<file path="src/hw/ahrt_pkg.sv">
/*
 * Constants shared by the acknowledge handler and its testbench:
 * attribute and service codes, status codes, defaults and timebase.
 * Assumes a single 125 MHz node clock.
 */
`default_nettype none

package ahrt_pkg;

	// ---------------------------------------------------------------
	// attribute identifiers
	// ---------------------------------------------------------------
	localparam logic [7:0] CLS_ATTR_REVISION  = 8'h01;
	localparam logic [7:0] CLS_ATTR_MAX_INST  = 8'h02;
	localparam logic [7:0] ATTR_WAIT_TIME     = 8'h01;
	localparam logic [7:0] ATTR_RETRY_LIMIT   = 8'h02;
	localparam logic [7:0] ATTR_PROD_REF      = 8'h03;
	localparam logic [7:0] ATTR_ACK_LIST_CAP  = 8'h04;
	localparam logic [7:0] ATTR_ACK_LIST      = 8'h05;
	localparam logic [7:0] ATTR_DPATH_CAP     = 8'h06;

	// ---------------------------------------------------------------
	// service codes
	// ---------------------------------------------------------------
	localparam logic [7:0] SVC_GET_SINGLE     = 8'h0e;
	localparam logic [7:0] SVC_SET_SINGLE     = 8'h10;
	localparam logic [7:0] SVC_ADD_DPATH      = 8'h4b;
	localparam logic [7:0] SVC_REMOVE_DPATH   = 8'h4c;

	// ---------------------------------------------------------------
	// response status codes
	// ---------------------------------------------------------------
	localparam logic [7:0] ST_SUCCESS         = 8'h00;
	localparam logic [7:0] ST_SVC_UNSUPPORTED = 8'h08;
	localparam logic [7:0] ST_INVALID_VALUE   = 8'h09;
	localparam logic [7:0] ST_STATE_CONFLICT  = 8'h0c;
	localparam logic [7:0] ST_NOT_SETTABLE    = 8'h0e;
	localparam logic [7:0] ST_ATTR_UNSUPPORTED = 8'h14;

	// ---------------------------------------------------------------
	// reset and instantiation values
	// ---------------------------------------------------------------
	localparam logic [15:0] REVISION_VAL      = 16'h0001;
	localparam logic [15:0] WAIT_TIME_RST     = 16'h0010;
	localparam logic [7:0]  RETRY_LIMIT_RST   = 8'h01;
	localparam logic [15:0] PROD_REF_RST      = 16'h0000;

	// ---------------------------------------------------------------
	// timebase
	// ---------------------------------------------------------------
	localparam int CLK_PERIOD_NS  = 8;
	localparam int TICK_PERIOD_NS = 1000000;
	localparam int TICK_CYCLES    = TICK_PERIOD_NS / CLK_PERIOD_NS;

	// connection state reported by the connection logic
	typedef enum logic [1:0] {
		CONN_NONEXISTENT,
		CONN_CONFIGURING,
		CONN_ESTABLISHED,
		CONN_TIMED_OUT
	} ahrt_conn_state_t;

endpackage : ahrt_pkg

`default_nettype wire

</file>
<file path="src/hw/ahrt_id_table.sv">
/*
 * Small table of connection instance ids for the acknowledge list.
 * Registered read port, parallel compare against one id, and a
 * combinational view of one further slot for compaction moves.
 * Assumes a single clock; no reset is needed on the storage.
 */
`default_nettype none

module ahrt_id_table #(
	parameter int DEPTH = 4,
	parameter int AW    = 2
) (
	input  wire logic             clk,
	input  wire logic             wr_en,
	input  wire logic [AW-1:0]    wr_addr,
	input  wire logic [15:0]      wr_data,
	input  wire logic [AW-1:0]    rd_addr,
	output logic      [15:0]      rd_data,
	input  wire logic [15:0]      cmp_id,
	output logic      [DEPTH-1:0] hit_vec,
	input  wire logic [AW-1:0]    peek_addr,
	output logic      [15:0]      peek_data
);

	logic [15:0] mem_r [DEPTH];

	always_ff @(posedge clk) begin
		if (wr_en) begin
			mem_r[wr_addr] <= wr_data;
		end
		rd_data <= mem_r[rd_addr];
	end

	// every slot is compared so an acknowledge is matched in one cycle
	always_comb begin
		for (int i = 0; i < DEPTH; i++) begin
			hit_vec[i] = (mem_r[i] == cmp_id);
		end
	end

	assign peek_data = mem_r[peek_addr];

endmodule : ahrt_id_table

`default_nettype wire

</file>
<file path="src/hw/ahrt_ack_handler.sv">
/*
 * Acknowledge handler with retry timer for an acknowledged producer.
 * Holds wait time, retry limit, producing reference and the list of
 * connections receiving acknowledges; raises event pulses toward the
 * producing application. Attribute access answers two cycles after a
 * request. Assumes all inputs synchronous to clk and the connection
 * logic reporting every state change of an associated connection.
 */
`default_nettype none

module ahrt_ack_handler
	import ahrt_pkg::*;
#(
	parameter int MAX_MEMBERS   = 4,
	parameter int AW            = 2,
	parameter int DPATH_CAP     = 1,
	parameter int INSTANCE_NUM  = 1,
	parameter int TIMER_RES_MS  = 1,
	parameter int TICK_CYC      = TICK_CYCLES
) (
	input  wire logic        clk,
	input  wire logic        sys_rst,
	input  wire logic        req_valid,
	input  wire logic        req_is_class,
	input  wire logic [7:0]  req_service,
	input  wire logic [7:0]  req_attr,
	input  wire logic [15:0] req_wdata,
	input  wire logic [7:0]  req_index,
	output logic             rsp_valid,
	output logic      [7:0]  rsp_status,
	output logic      [15:0] rsp_data,
	input  wire logic        conn_evt_valid,
	input  wire logic [15:0] conn_evt_id,
	input  wire logic [1:0]  conn_evt_state,
	input  wire logic        ack_rx_valid,
	input  wire logic [15:0] ack_rx_id,
	input  wire logic        ack_rx_has_data,
	input  wire logic        prod_data_sent,
	input  wire logic        prod_data_resent,
	output logic             ack_received_evt,
	output logic             ack_timeout_evt,
	output logic             retry_exhausted_event,
	output logic             ack_data_fwd,
	output logic      [7:0]  ack_data_fwd_path_len,
	output logic             active,
	output logic      [15:0] notify_conn_ref
);

	// ---------------------------------------------------------------
	// helpers
	// ---------------------------------------------------------------
	function automatic logic [15:0] round_up(input logic [15:0] v);
		logic [16:0] res;
		logic [16:0] r;
		res = 17'(TIMER_RES_MS);
		r = {1'b0, v} + res - 17'h1;
		r = r - (r % res);
		// saturate to the largest multiple that still fits
		if (r > 17'h0ffff) begin
			r = r - res;
		end
		round_up = r[15:0];
	endfunction : round_up

	function automatic logic [AW:0] first_set(
		input logic [MAX_MEMBERS-1:0] v);
		first_set = (AW+1)'(MAX_MEMBERS);
		for (int i = MAX_MEMBERS - 1; i >= 0; i--) begin
			if (v[i]) begin
				first_set = (AW+1)'(i);
			end
		end
	endfunction : first_set

	// ---------------------------------------------------------------
	// state
	// ---------------------------------------------------------------
	logic [15:0]            wait_r;
	logic [7:0]             retry_lim_r;
	logic [7:0]             retry_cnt_r;
	logic [15:0]            prod_ref_r;
	logic [AW:0]            count_r;
	logic [MAX_MEMBERS-1:0] pend_r;
	logic [16:0]            div_r;
	logic [15:0]            ms_left_r;
	logic                   run_r;
	logic [15:0]            dpath_conn_r;
	logic [7:0]             dpath_len_r;
	logic                   dpath_vld_r;
	logic                   s1_vld_r;
	logic [7:0]             s1_status_r;
	logic [15:0]            s1_data_r;
	logic                   s1_list_r;
	logic                   s1_cnt_r;

	// ---------------------------------------------------------------
	// request decode
	// ---------------------------------------------------------------
	wire is_get  = req_service == SVC_GET_SINGLE;
	wire is_set  = req_service == SVC_SET_SINGLE;
	wire inst_rq = req_valid && !req_is_class;
	wire wr_wait = inst_rq && is_set && req_attr == ATTR_WAIT_TIME;
	wire wr_lim  = inst_rq && is_set && req_attr == ATTR_RETRY_LIMIT;
	wire wr_ref  = inst_rq && is_set && req_attr == ATTR_PROD_REF;
	wire is_act  = count_r != '0;
	wire wait_ok = wr_wait && req_wdata != 16'h0000;
	wire ref_ok  = wr_ref && !is_act;
	wire add_dp  = inst_rq && req_service == SVC_ADD_DPATH;
	wire rem_dp  = inst_rq && req_service == SVC_REMOVE_DPATH
		&& dpath_vld_r && dpath_conn_r == req_wdata;
	wire [15:0] wait_rnd = round_up(req_wdata);
	wire rd_list = inst_rq && is_get && req_attr == ATTR_ACK_LIST;
	wire list_cnt = req_index == 8'h00;
	wire [AW-1:0] list_slot = AW'(req_index - 8'h01);

	logic [7:0]  dec_status;
	logic [15:0] dec_data;

	always_comb begin
		dec_status = ST_SUCCESS;
		dec_data   = 16'h0000;
		if (req_is_class) begin
			if (!is_get) begin
				dec_status = ST_SVC_UNSUPPORTED;
			end else if (req_attr == CLS_ATTR_REVISION) begin
				dec_data = REVISION_VAL;
			end else if (req_attr == CLS_ATTR_MAX_INST) begin
				dec_data = 16'(INSTANCE_NUM);
			end else begin
				dec_status = ST_ATTR_UNSUPPORTED;
			end
		end else if (add_dp) begin
			dec_status = DPATH_CAP == 0 || !dpath_vld_r
				|| dpath_conn_r == req_wdata
				? ST_SUCCESS : ST_STATE_CONFLICT;
		end else if (req_service == SVC_REMOVE_DPATH) begin
			dec_status = rem_dp ? ST_SUCCESS : ST_INVALID_VALUE;
		end else if (!is_get && !is_set) begin
			dec_status = ST_SVC_UNSUPPORTED;
		end else begin
			case (req_attr)
			ATTR_WAIT_TIME: begin
				if (is_set && !wait_ok) begin
					dec_status = ST_INVALID_VALUE;
				end
				dec_data = is_set && wait_ok ? wait_rnd
					: wait_r;
			end
			ATTR_RETRY_LIMIT: begin
				dec_data = {8'h00, is_set ? req_wdata[7:0]
					: retry_lim_r};
			end
			ATTR_PROD_REF: begin
				if (is_set && !ref_ok) begin
					dec_status = ST_STATE_CONFLICT;
				end
				dec_data = prod_ref_r;
			end
			ATTR_ACK_LIST_CAP, ATTR_ACK_LIST, ATTR_DPATH_CAP: begin
				if (is_set) begin
					dec_status = ST_NOT_SETTABLE;
				end
				if (req_attr == ATTR_ACK_LIST_CAP) begin
					dec_data = 16'(MAX_MEMBERS);
				end else if (req_attr == ATTR_DPATH_CAP) begin
					dec_data = 16'(DPATH_CAP);
				end else if (req_index > 8'(count_r)) begin
					dec_status = ST_INVALID_VALUE;
				end
			end
			default: begin
				dec_status = ST_ATTR_UNSUPPORTED;
			end
			endcase
		end
	end

	// ---------------------------------------------------------------
	// acknowledge list maintenance
	// ---------------------------------------------------------------
	logic [MAX_MEMBERS-1:0] hit_vec;
	logic [15:0]            tbl_rd;
	logic [15:0]            tail_id;
	logic [MAX_MEMBERS-1:0] live;
	logic [MAX_MEMBERS-1:0] conn_hit;
	logic [MAX_MEMBERS-1:0] ack_hit;

	always_comb begin
		for (int i = 0; i < MAX_MEMBERS; i++) begin
			live[i] = (AW+1)'(i) < count_r;
		end
	end

	// the compare port is shared: connection changes take precedence
	wire [15:0] cmp_id = conn_evt_valid ? conn_evt_id : ack_rx_id;
	assign conn_hit = hit_vec & live & {MAX_MEMBERS{conn_evt_valid}};
	assign ack_hit  = hit_vec & live
		& {MAX_MEMBERS{ack_rx_valid && !conn_evt_valid}};

	wire          est     = conn_state_is(CONN_ESTABLISHED);
	wire [AW:0]   hit_idx = first_set(conn_hit);
	wire          add_m   = est && conn_hit == '0
		&& count_r != (AW+1)'(MAX_MEMBERS);
	wire          rem_m   = conn_evt_valid && !est && conn_hit != '0;
	wire [AW-1:0] tail    = AW'(count_r - (AW+1)'(1));
	// removal moves the tail into the hole to keep the list packed
	wire          tbl_we  = add_m || (rem_m && hit_idx[AW-1:0] != tail);
	wire [AW-1:0] tbl_wa  = add_m ? AW'(count_r) : hit_idx[AW-1:0];
	wire [15:0]   tbl_wd  = add_m ? conn_evt_id : tail_id;

	function automatic logic conn_state_is(input ahrt_conn_state_t s);
		conn_state_is = conn_evt_valid && conn_evt_state == s;
	endfunction : conn_state_is

	ahrt_id_table #(
		.DEPTH (MAX_MEMBERS),
		.AW    (AW)
	) u_ids (
		.clk       (clk),
		.wr_en     (tbl_we),
		.wr_addr   (tbl_wa),
		.wr_data   (tbl_wd),
		.rd_addr   (list_slot),
		.rd_data   (tbl_rd),
		.cmp_id    (cmp_id),
		.hit_vec   (hit_vec),
		.peek_addr (tail),
		.peek_data (tail_id)
	);

	// ---------------------------------------------------------------
	// acknowledge tracking and retry timer
	// ---------------------------------------------------------------
	wire restart  = (prod_data_sent || prod_data_resent) && is_act;
	wire tick     = div_r == 17'(TICK_CYC - 1);
	wire ack_new  = (ack_hit & pend_r) != '0;
	logic [MAX_MEMBERS-1:0] pend_nxt;

	always_comb begin
		pend_nxt = pend_r & ~ack_hit;
		if (restart) begin
			pend_nxt = live;
		end
		if (rem_m) begin
			pend_nxt[hit_idx[AW-1:0]] = pend_nxt[tail];
			pend_nxt[tail] = 1'b0;
		end
	end

	wire all_acked = pend_nxt == '0;
	wire expire    = run_r && tick && ms_left_r == 16'h0001
		&& !restart && !all_acked;
	wire [7:0] cnt_inc = retry_cnt_r == 8'hff ? retry_cnt_r
		: retry_cnt_r + 8'h01;
	wire exhaust  = expire && cnt_inc >= retry_lim_r;

	always_ff @(posedge clk) begin
		if (sys_rst || restart) begin
			div_r <= '0;
		end else begin
			div_r <= tick ? 17'h0 : div_r + 17'h1;
		end
	end

	always_ff @(posedge clk) begin
		if (sys_rst) begin
			run_r     <= 1'b0;
			ms_left_r <= WAIT_TIME_RST;
		end else if (restart) begin
			run_r     <= 1'b1;
			ms_left_r <= wait_r;
		end else if (all_acked || expire) begin
			run_r     <= 1'b0;
		end else if (run_r && tick) begin
			ms_left_r <= ms_left_r - 16'h0001;
		end
	end

	always_ff @(posedge clk) begin
		if (sys_rst) begin
			pend_r  <= '0;
			count_r <= '0;
		end else begin
			pend_r  <= pend_nxt;
			count_r <= count_r + (AW+1)'(add_m)
				- (AW+1)'(rem_m);
		end
	end

	// ---------------------------------------------------------------
	// attribute registers
	// ---------------------------------------------------------------
	always_ff @(posedge clk) begin
		if (sys_rst) begin
			wait_r      <= WAIT_TIME_RST;
			retry_lim_r <= RETRY_LIMIT_RST;
			prod_ref_r  <= PROD_REF_RST;
		end else begin
			if (wait_ok) begin
				wait_r <= wait_rnd;
			end
			if (wr_lim) begin
				retry_lim_r <= req_wdata[7:0];
			end
			if (ref_ok) begin
				prod_ref_r <= req_wdata;
			end
		end
	end

	// a limit write wins over a timeout in the same cycle
	always_ff @(posedge clk) begin
		if (sys_rst || wr_lim) begin
			retry_cnt_r <= 8'h00;
		end else if (expire) begin
			retry_cnt_r <= cnt_inc;
		end else if (restart && prod_data_sent) begin
			retry_cnt_r <= 8'h00;
		end
	end

	always_ff @(posedge clk) begin
		if (sys_rst) begin
			dpath_vld_r  <= 1'b0;
			dpath_conn_r <= 16'h0000;
			dpath_len_r  <= 8'h00;
		end else if (add_dp && dec_status == ST_SUCCESS
			&& DPATH_CAP != 0) begin
			dpath_vld_r  <= 1'b1;
			dpath_conn_r <= req_wdata;
			dpath_len_r  <= req_index;
		end else if (rem_dp) begin
			dpath_vld_r  <= 1'b0;
		end
	end

	// ---------------------------------------------------------------
	// outputs
	// ---------------------------------------------------------------
	wire fwd = ack_new && ack_rx_has_data && dpath_vld_r
		&& dpath_conn_r == ack_rx_id;

	always_ff @(posedge clk) begin
		if (sys_rst) begin
			ack_received_evt      <= 1'b0;
			ack_timeout_evt       <= 1'b0;
			retry_exhausted_event <= 1'b0;
			ack_data_fwd          <= 1'b0;
			ack_data_fwd_path_len <= 8'h00;
			active                <= 1'b0;
			notify_conn_ref       <= PROD_REF_RST;
		end else begin
			ack_received_evt      <= ack_new;
			ack_timeout_evt       <= expire;
			retry_exhausted_event <= exhaust;
			ack_data_fwd          <= fwd;
			ack_data_fwd_path_len <= dpath_len_r;
			active                <= (count_r + (AW+1)'(add_m)
				- (AW+1)'(rem_m)) != '0;
			notify_conn_ref       <= ref_ok ? req_wdata : prod_ref_r;
		end
	end

	always_ff @(posedge clk) begin
		if (sys_rst) begin
			s1_vld_r    <= 1'b0;
			s1_status_r <= ST_SUCCESS;
			s1_data_r   <= 16'h0000;
			s1_list_r   <= 1'b0;
			s1_cnt_r    <= 1'b0;
			rsp_valid   <= 1'b0;
			rsp_status  <= ST_SUCCESS;
			rsp_data    <= 16'h0000;
		end else begin
			s1_vld_r    <= req_valid;
			s1_status_r <= dec_status;
			s1_data_r   <= rd_list && list_cnt
				? 16'(count_r) : dec_data;
			s1_list_r   <= rd_list && !list_cnt
				&& dec_status == ST_SUCCESS;
			s1_cnt_r    <= rd_list && list_cnt;
			rsp_valid   <= s1_vld_r;
			rsp_status  <= s1_status_r;
			rsp_data    <= s1_list_r ? tbl_rd : s1_data_r;
		end
	end
endmodule : ahrt_ack_handler

`default_nettype wire

</file>
<file path="config.mk">
export PLATFORM = sky130hd
export DESIGN_NAME = ahrt_ack_handler
export DESIGN_NICKNAME = d
export VERILOG_FILES = /design/src/hw/ahrt_pkg.sv /design/src/hw/ahrt_id_table.sv /design/src/hw/ahrt_ack_handler.sv
export SDC_FILE = /design/constraint.sdc
export NUM_CORES = 1
export LEC_CHECK = 0
export BUFFER_PORTS_ARGS = -buffer_cell sky130_fd_sc_hd__buf_4
export CAP_MARGIN = 20
export CORE_MARGIN = 2
export CORE_UTILIZATION = 60
export CTS_CLUSTER_SIZE = 30
export DETAILED_ROUTE_END_ITERATION = 8
export PLACE_DENSITY = 0.9
export SLEW_MARGIN = 20
export SYNTH_ARGS = -nofsm -noshare
export SYNTH_HDL_FRONTEND = slang
export SYNTH_HIERARCHICAL = 1
export SYNTH_SLANG_ARGS = --single-unit
</file>
<file path="constraint.sdc">
create_clock -name clk -period 6.67 [get_ports clk]
set_clock_uncertainty 0.1 [all_clocks]
set_input_delay 1.0005 -clock clk [delete_from_list [all_inputs] [get_ports clk]]
set_output_delay 1.0005 -clock clk [all_outputs]
set_load 0.02 [all_outputs]
</file>
==> out/metrics.cfg <==
[clocking]
clockBufferDepth = 3
cts_tree = done
hold_buffers = 0
clock_latency_ps = 540
cts_sinks = 252
cts_root_buf = clkbuf_16
clk_pin_slew_worst_paths_ps = 60
cts.repair.resized = 0
cts_buffers = 25
h-tree-depth = 1
post_cts_buffers = 0

[detailed_routing]
drt_iter0_drc = 1125
drt-pass1-iter-count = 6
detail_route.vias_per_cell = 6.37
vias = 10600
antenna_left = 0
wirelength_um = 35700
drc = 0
wl_per_cell_um = 21.5

[power_and_ir_drop]
p_total_mw = 3.44
peakVddDrop_v = 0.000236
power_frac_comb_pct = 10.1
sw_frac_of_total_pct = 24.0
p_per_area_nw_per_um2 = 229
switchingPower_mw = 0.826
clockPowerShare_pct = 43.0
intPower_mw = 2.61
power_frac_seq_pct = 46.9
leakage_nw = 5.84

[flow_run]
maxCapViolations = 0

[layout]
syn2layout_area_growth_pct = 14.6
antenna_cells = 0
final_common_cell = dfxtp_1
instances_no_fill = 1659
regArea_sq_um = 5690
layout-drive-gt1-share_pct = 19.6
multi_input_comb_area_sq_um = 6870
n_fill_cell = 1518
final_cell_mix = dfxtp_1 (188), nor2_1 (175), buf_4 (142)
nNetsFinal = 1472

[floorplan]
rows = 54
die_h_um = 152
die_area_sq_um = 23000
core-area_sq_um = 21600
io_pins = 137
start_util_pct = 60.5
die_x_um = 152

[critical_path]
path_buf_inv = 1
end_kind = flip-flop
crit_fanout = 21
slowest_stage = nor4_1
rr_startpoint = count_r[0]$_SDFF_PP0_
crit_top_cell = mux2_2
crit_required_ps = 7030
crit_type = in2reg
startpoint_type = primary input
crit_chain = buf_4 -> mux2_2 -> xnor2_1 -> nand4_1 -> nor4_1 -> nand2b_1 -> or3_1 -> a21oi_1 -> or2_2 -> a32oi_4 -> a21oi_2 -> mux2_2 -> nor2_1
crit_start = conn_evt_valid
cpLargestDelayFamily = simple AND/OR/NAND/NOR gates
max_stage_delay_ps = 690
crit_arrival_ps = 5200

[sta]
hold_viol = 0
final.min_clock_period_ps = 4840
fin_tns_setup_ps = 0
finalCritPeriodShare_pct = 72.6
whs_ps = 335
rsz0062_at_grt = false
setup_viol = 0
drv_slew = 0
fmax_ghz = 0.207
worstMarginPinSlew_ps = 1060
maxSlewHeadroom_pct = 29.5

[synth]
syn_area_sq_um = 13100
muxShareOfSynthArea_pct = 15.3
synth_area_leaders = dfxtp_1 (29%), edfxtp_1 (15%), mux2i_1 (6.3%)
syn_inst = 1269
synth_ff_type = dfxtp_1
synth_seq_cells = 252
synth_top_area_share_pct = 28.8
synth_fa_ha_area_share_pct = 2.83
synth_cell_type_count = 93
yosys.area.top_type = dfxtp_1
yosysSeqAreaShare_pct = 43.4
synth_compound_area_share_pct = 8.45
yosysWarnings = 6
synth_async_sr_flop_share_pct = 0
syn_area_per_cell_sq_um = 10.3
synth-simple-area-share_pct = 17.8
synth_edf_count = 64
synth_top_family_by_area = simple AND/OR/NAND/NOR gates
synth_xor_area_share_pct = 7.83

[grt]
grt_max_degree = 71
antenna_found_initial = 0
grt_pass1_vias = 10400
grt.total_usage_pct = 31.1
overflow = 0
grt_pass1_wl_um = 55700

[worst_hold_path]
hold_class = reg2reg
worstHoldStart = s1_status_r[0]$_SDFF_PP0_

[place]
io_buffer_count = 133
dp_hpwl_um = 25300
routabilityCongestion = 0.999
dp_cells = 1613

[run_status]
status = finished, final reports clean

[power groups by stage]
stage / Clock [mW] / Combinational (mW) / Sequential, mW
floorplan: 0 / 0.228 / 1.64
global placement: 0 / 0.327 / 1.64
detailed placement: 0 / 0.337 / 1.65
CTS: 1.49 / 0.340 / 1.61
global route: 1.55 / 0.370 / 1.61
finish: 1.48 / 0.347 / 1.61
[per-layer routing]
metal / part of all wire (%) / global-route usage [%] / vias up
met3: 10 / 5.78 / 118
li1: - / - / 4732
met4: 4.4 / 13.4 / 0
met2: 47 / 51.7 / 652
met1: 38 / 39.9 / 5067
met5: 0 / 0 / -
[final timing paths]
| path | end | slack [ps] | depth (start not counted) |
|---|---|---|---|
| hold / removal | rsp_status[0]$_SDFF_PP0_ | 340 | 1 |
| setup / recovery | retry_cnt_r[0]$_SDFFE_PP0P_ | 1830 | 13 |
| hold reg to reg | rsp_status[0]$_SDFF_PP0_ | 340 | 1 |
| setup reg to reg | retry_cnt_r[0]$_SDFFE_PP0P_ | 2400 | 10 |
[registers in the layout, summed over array words and instances (netlist names), 16 cells and up]
register and flops:
u_ids/mem_r 64, div_r 17, dpath_conn_r 16, ms_left_r 16
notify_conn_ref 16, rsp_data 16, s1_data_r 16, u_ids/rd_data 16
wait_r 16
[Yosys cell counts, types with 19 or more instances]
library cell / instances
inv_1: 41
mux4_2: 20
nand3_1: 19
dfxtp_1: 188
nor4_1: 25
mux2i_1: 83
nand4_1: 34
mux2_2: 36
nor2_1: 175
clkbuf_1: 53
ha_1: 28
edfxtp_1: 64
nor2b_1: 23
xor2_1: 27
o21ai_0: 23
nand2_1: 53
a21oi_1: 48
xnor2_1: 90
[final cells by class]
class	count	share of cell area, %
multi-input combinational	897	45.8
inverter	42	1.05
timing repair buffer	142	7.11
clock inverter	11	0.951
clock buffer	35	4.82
tap	280	2.34
sequential	252	37.9
[stage by stage]
step / cell area (sq um) / utilization [%] / setup slack (ps)
final: 15000 / 69.4 / 1830
after global routing: 15000 / 69.4 / 1650
after CTS: 15000 / 69.4 / 2020
after detailed placement: 14100 / 65.4 / 1460
after global placement: 14100 / 65.4 / 1550
after floorplan: 13100 / - / 874
[logic make-up (layout without fill, tap and decap cells)]
family / Yosys count / in the layout
other cells: 1 / 3
flops: 252 / 252
fa+ha+maj: 29 / 29
compound gates: 153 / 153
buf+inv: 122 / 230
xor+xnor: 117 / 117
simple gates: 444 / 444
mux: 151 / 151
No activity file was read; power rests on OpenSTA's default activity.
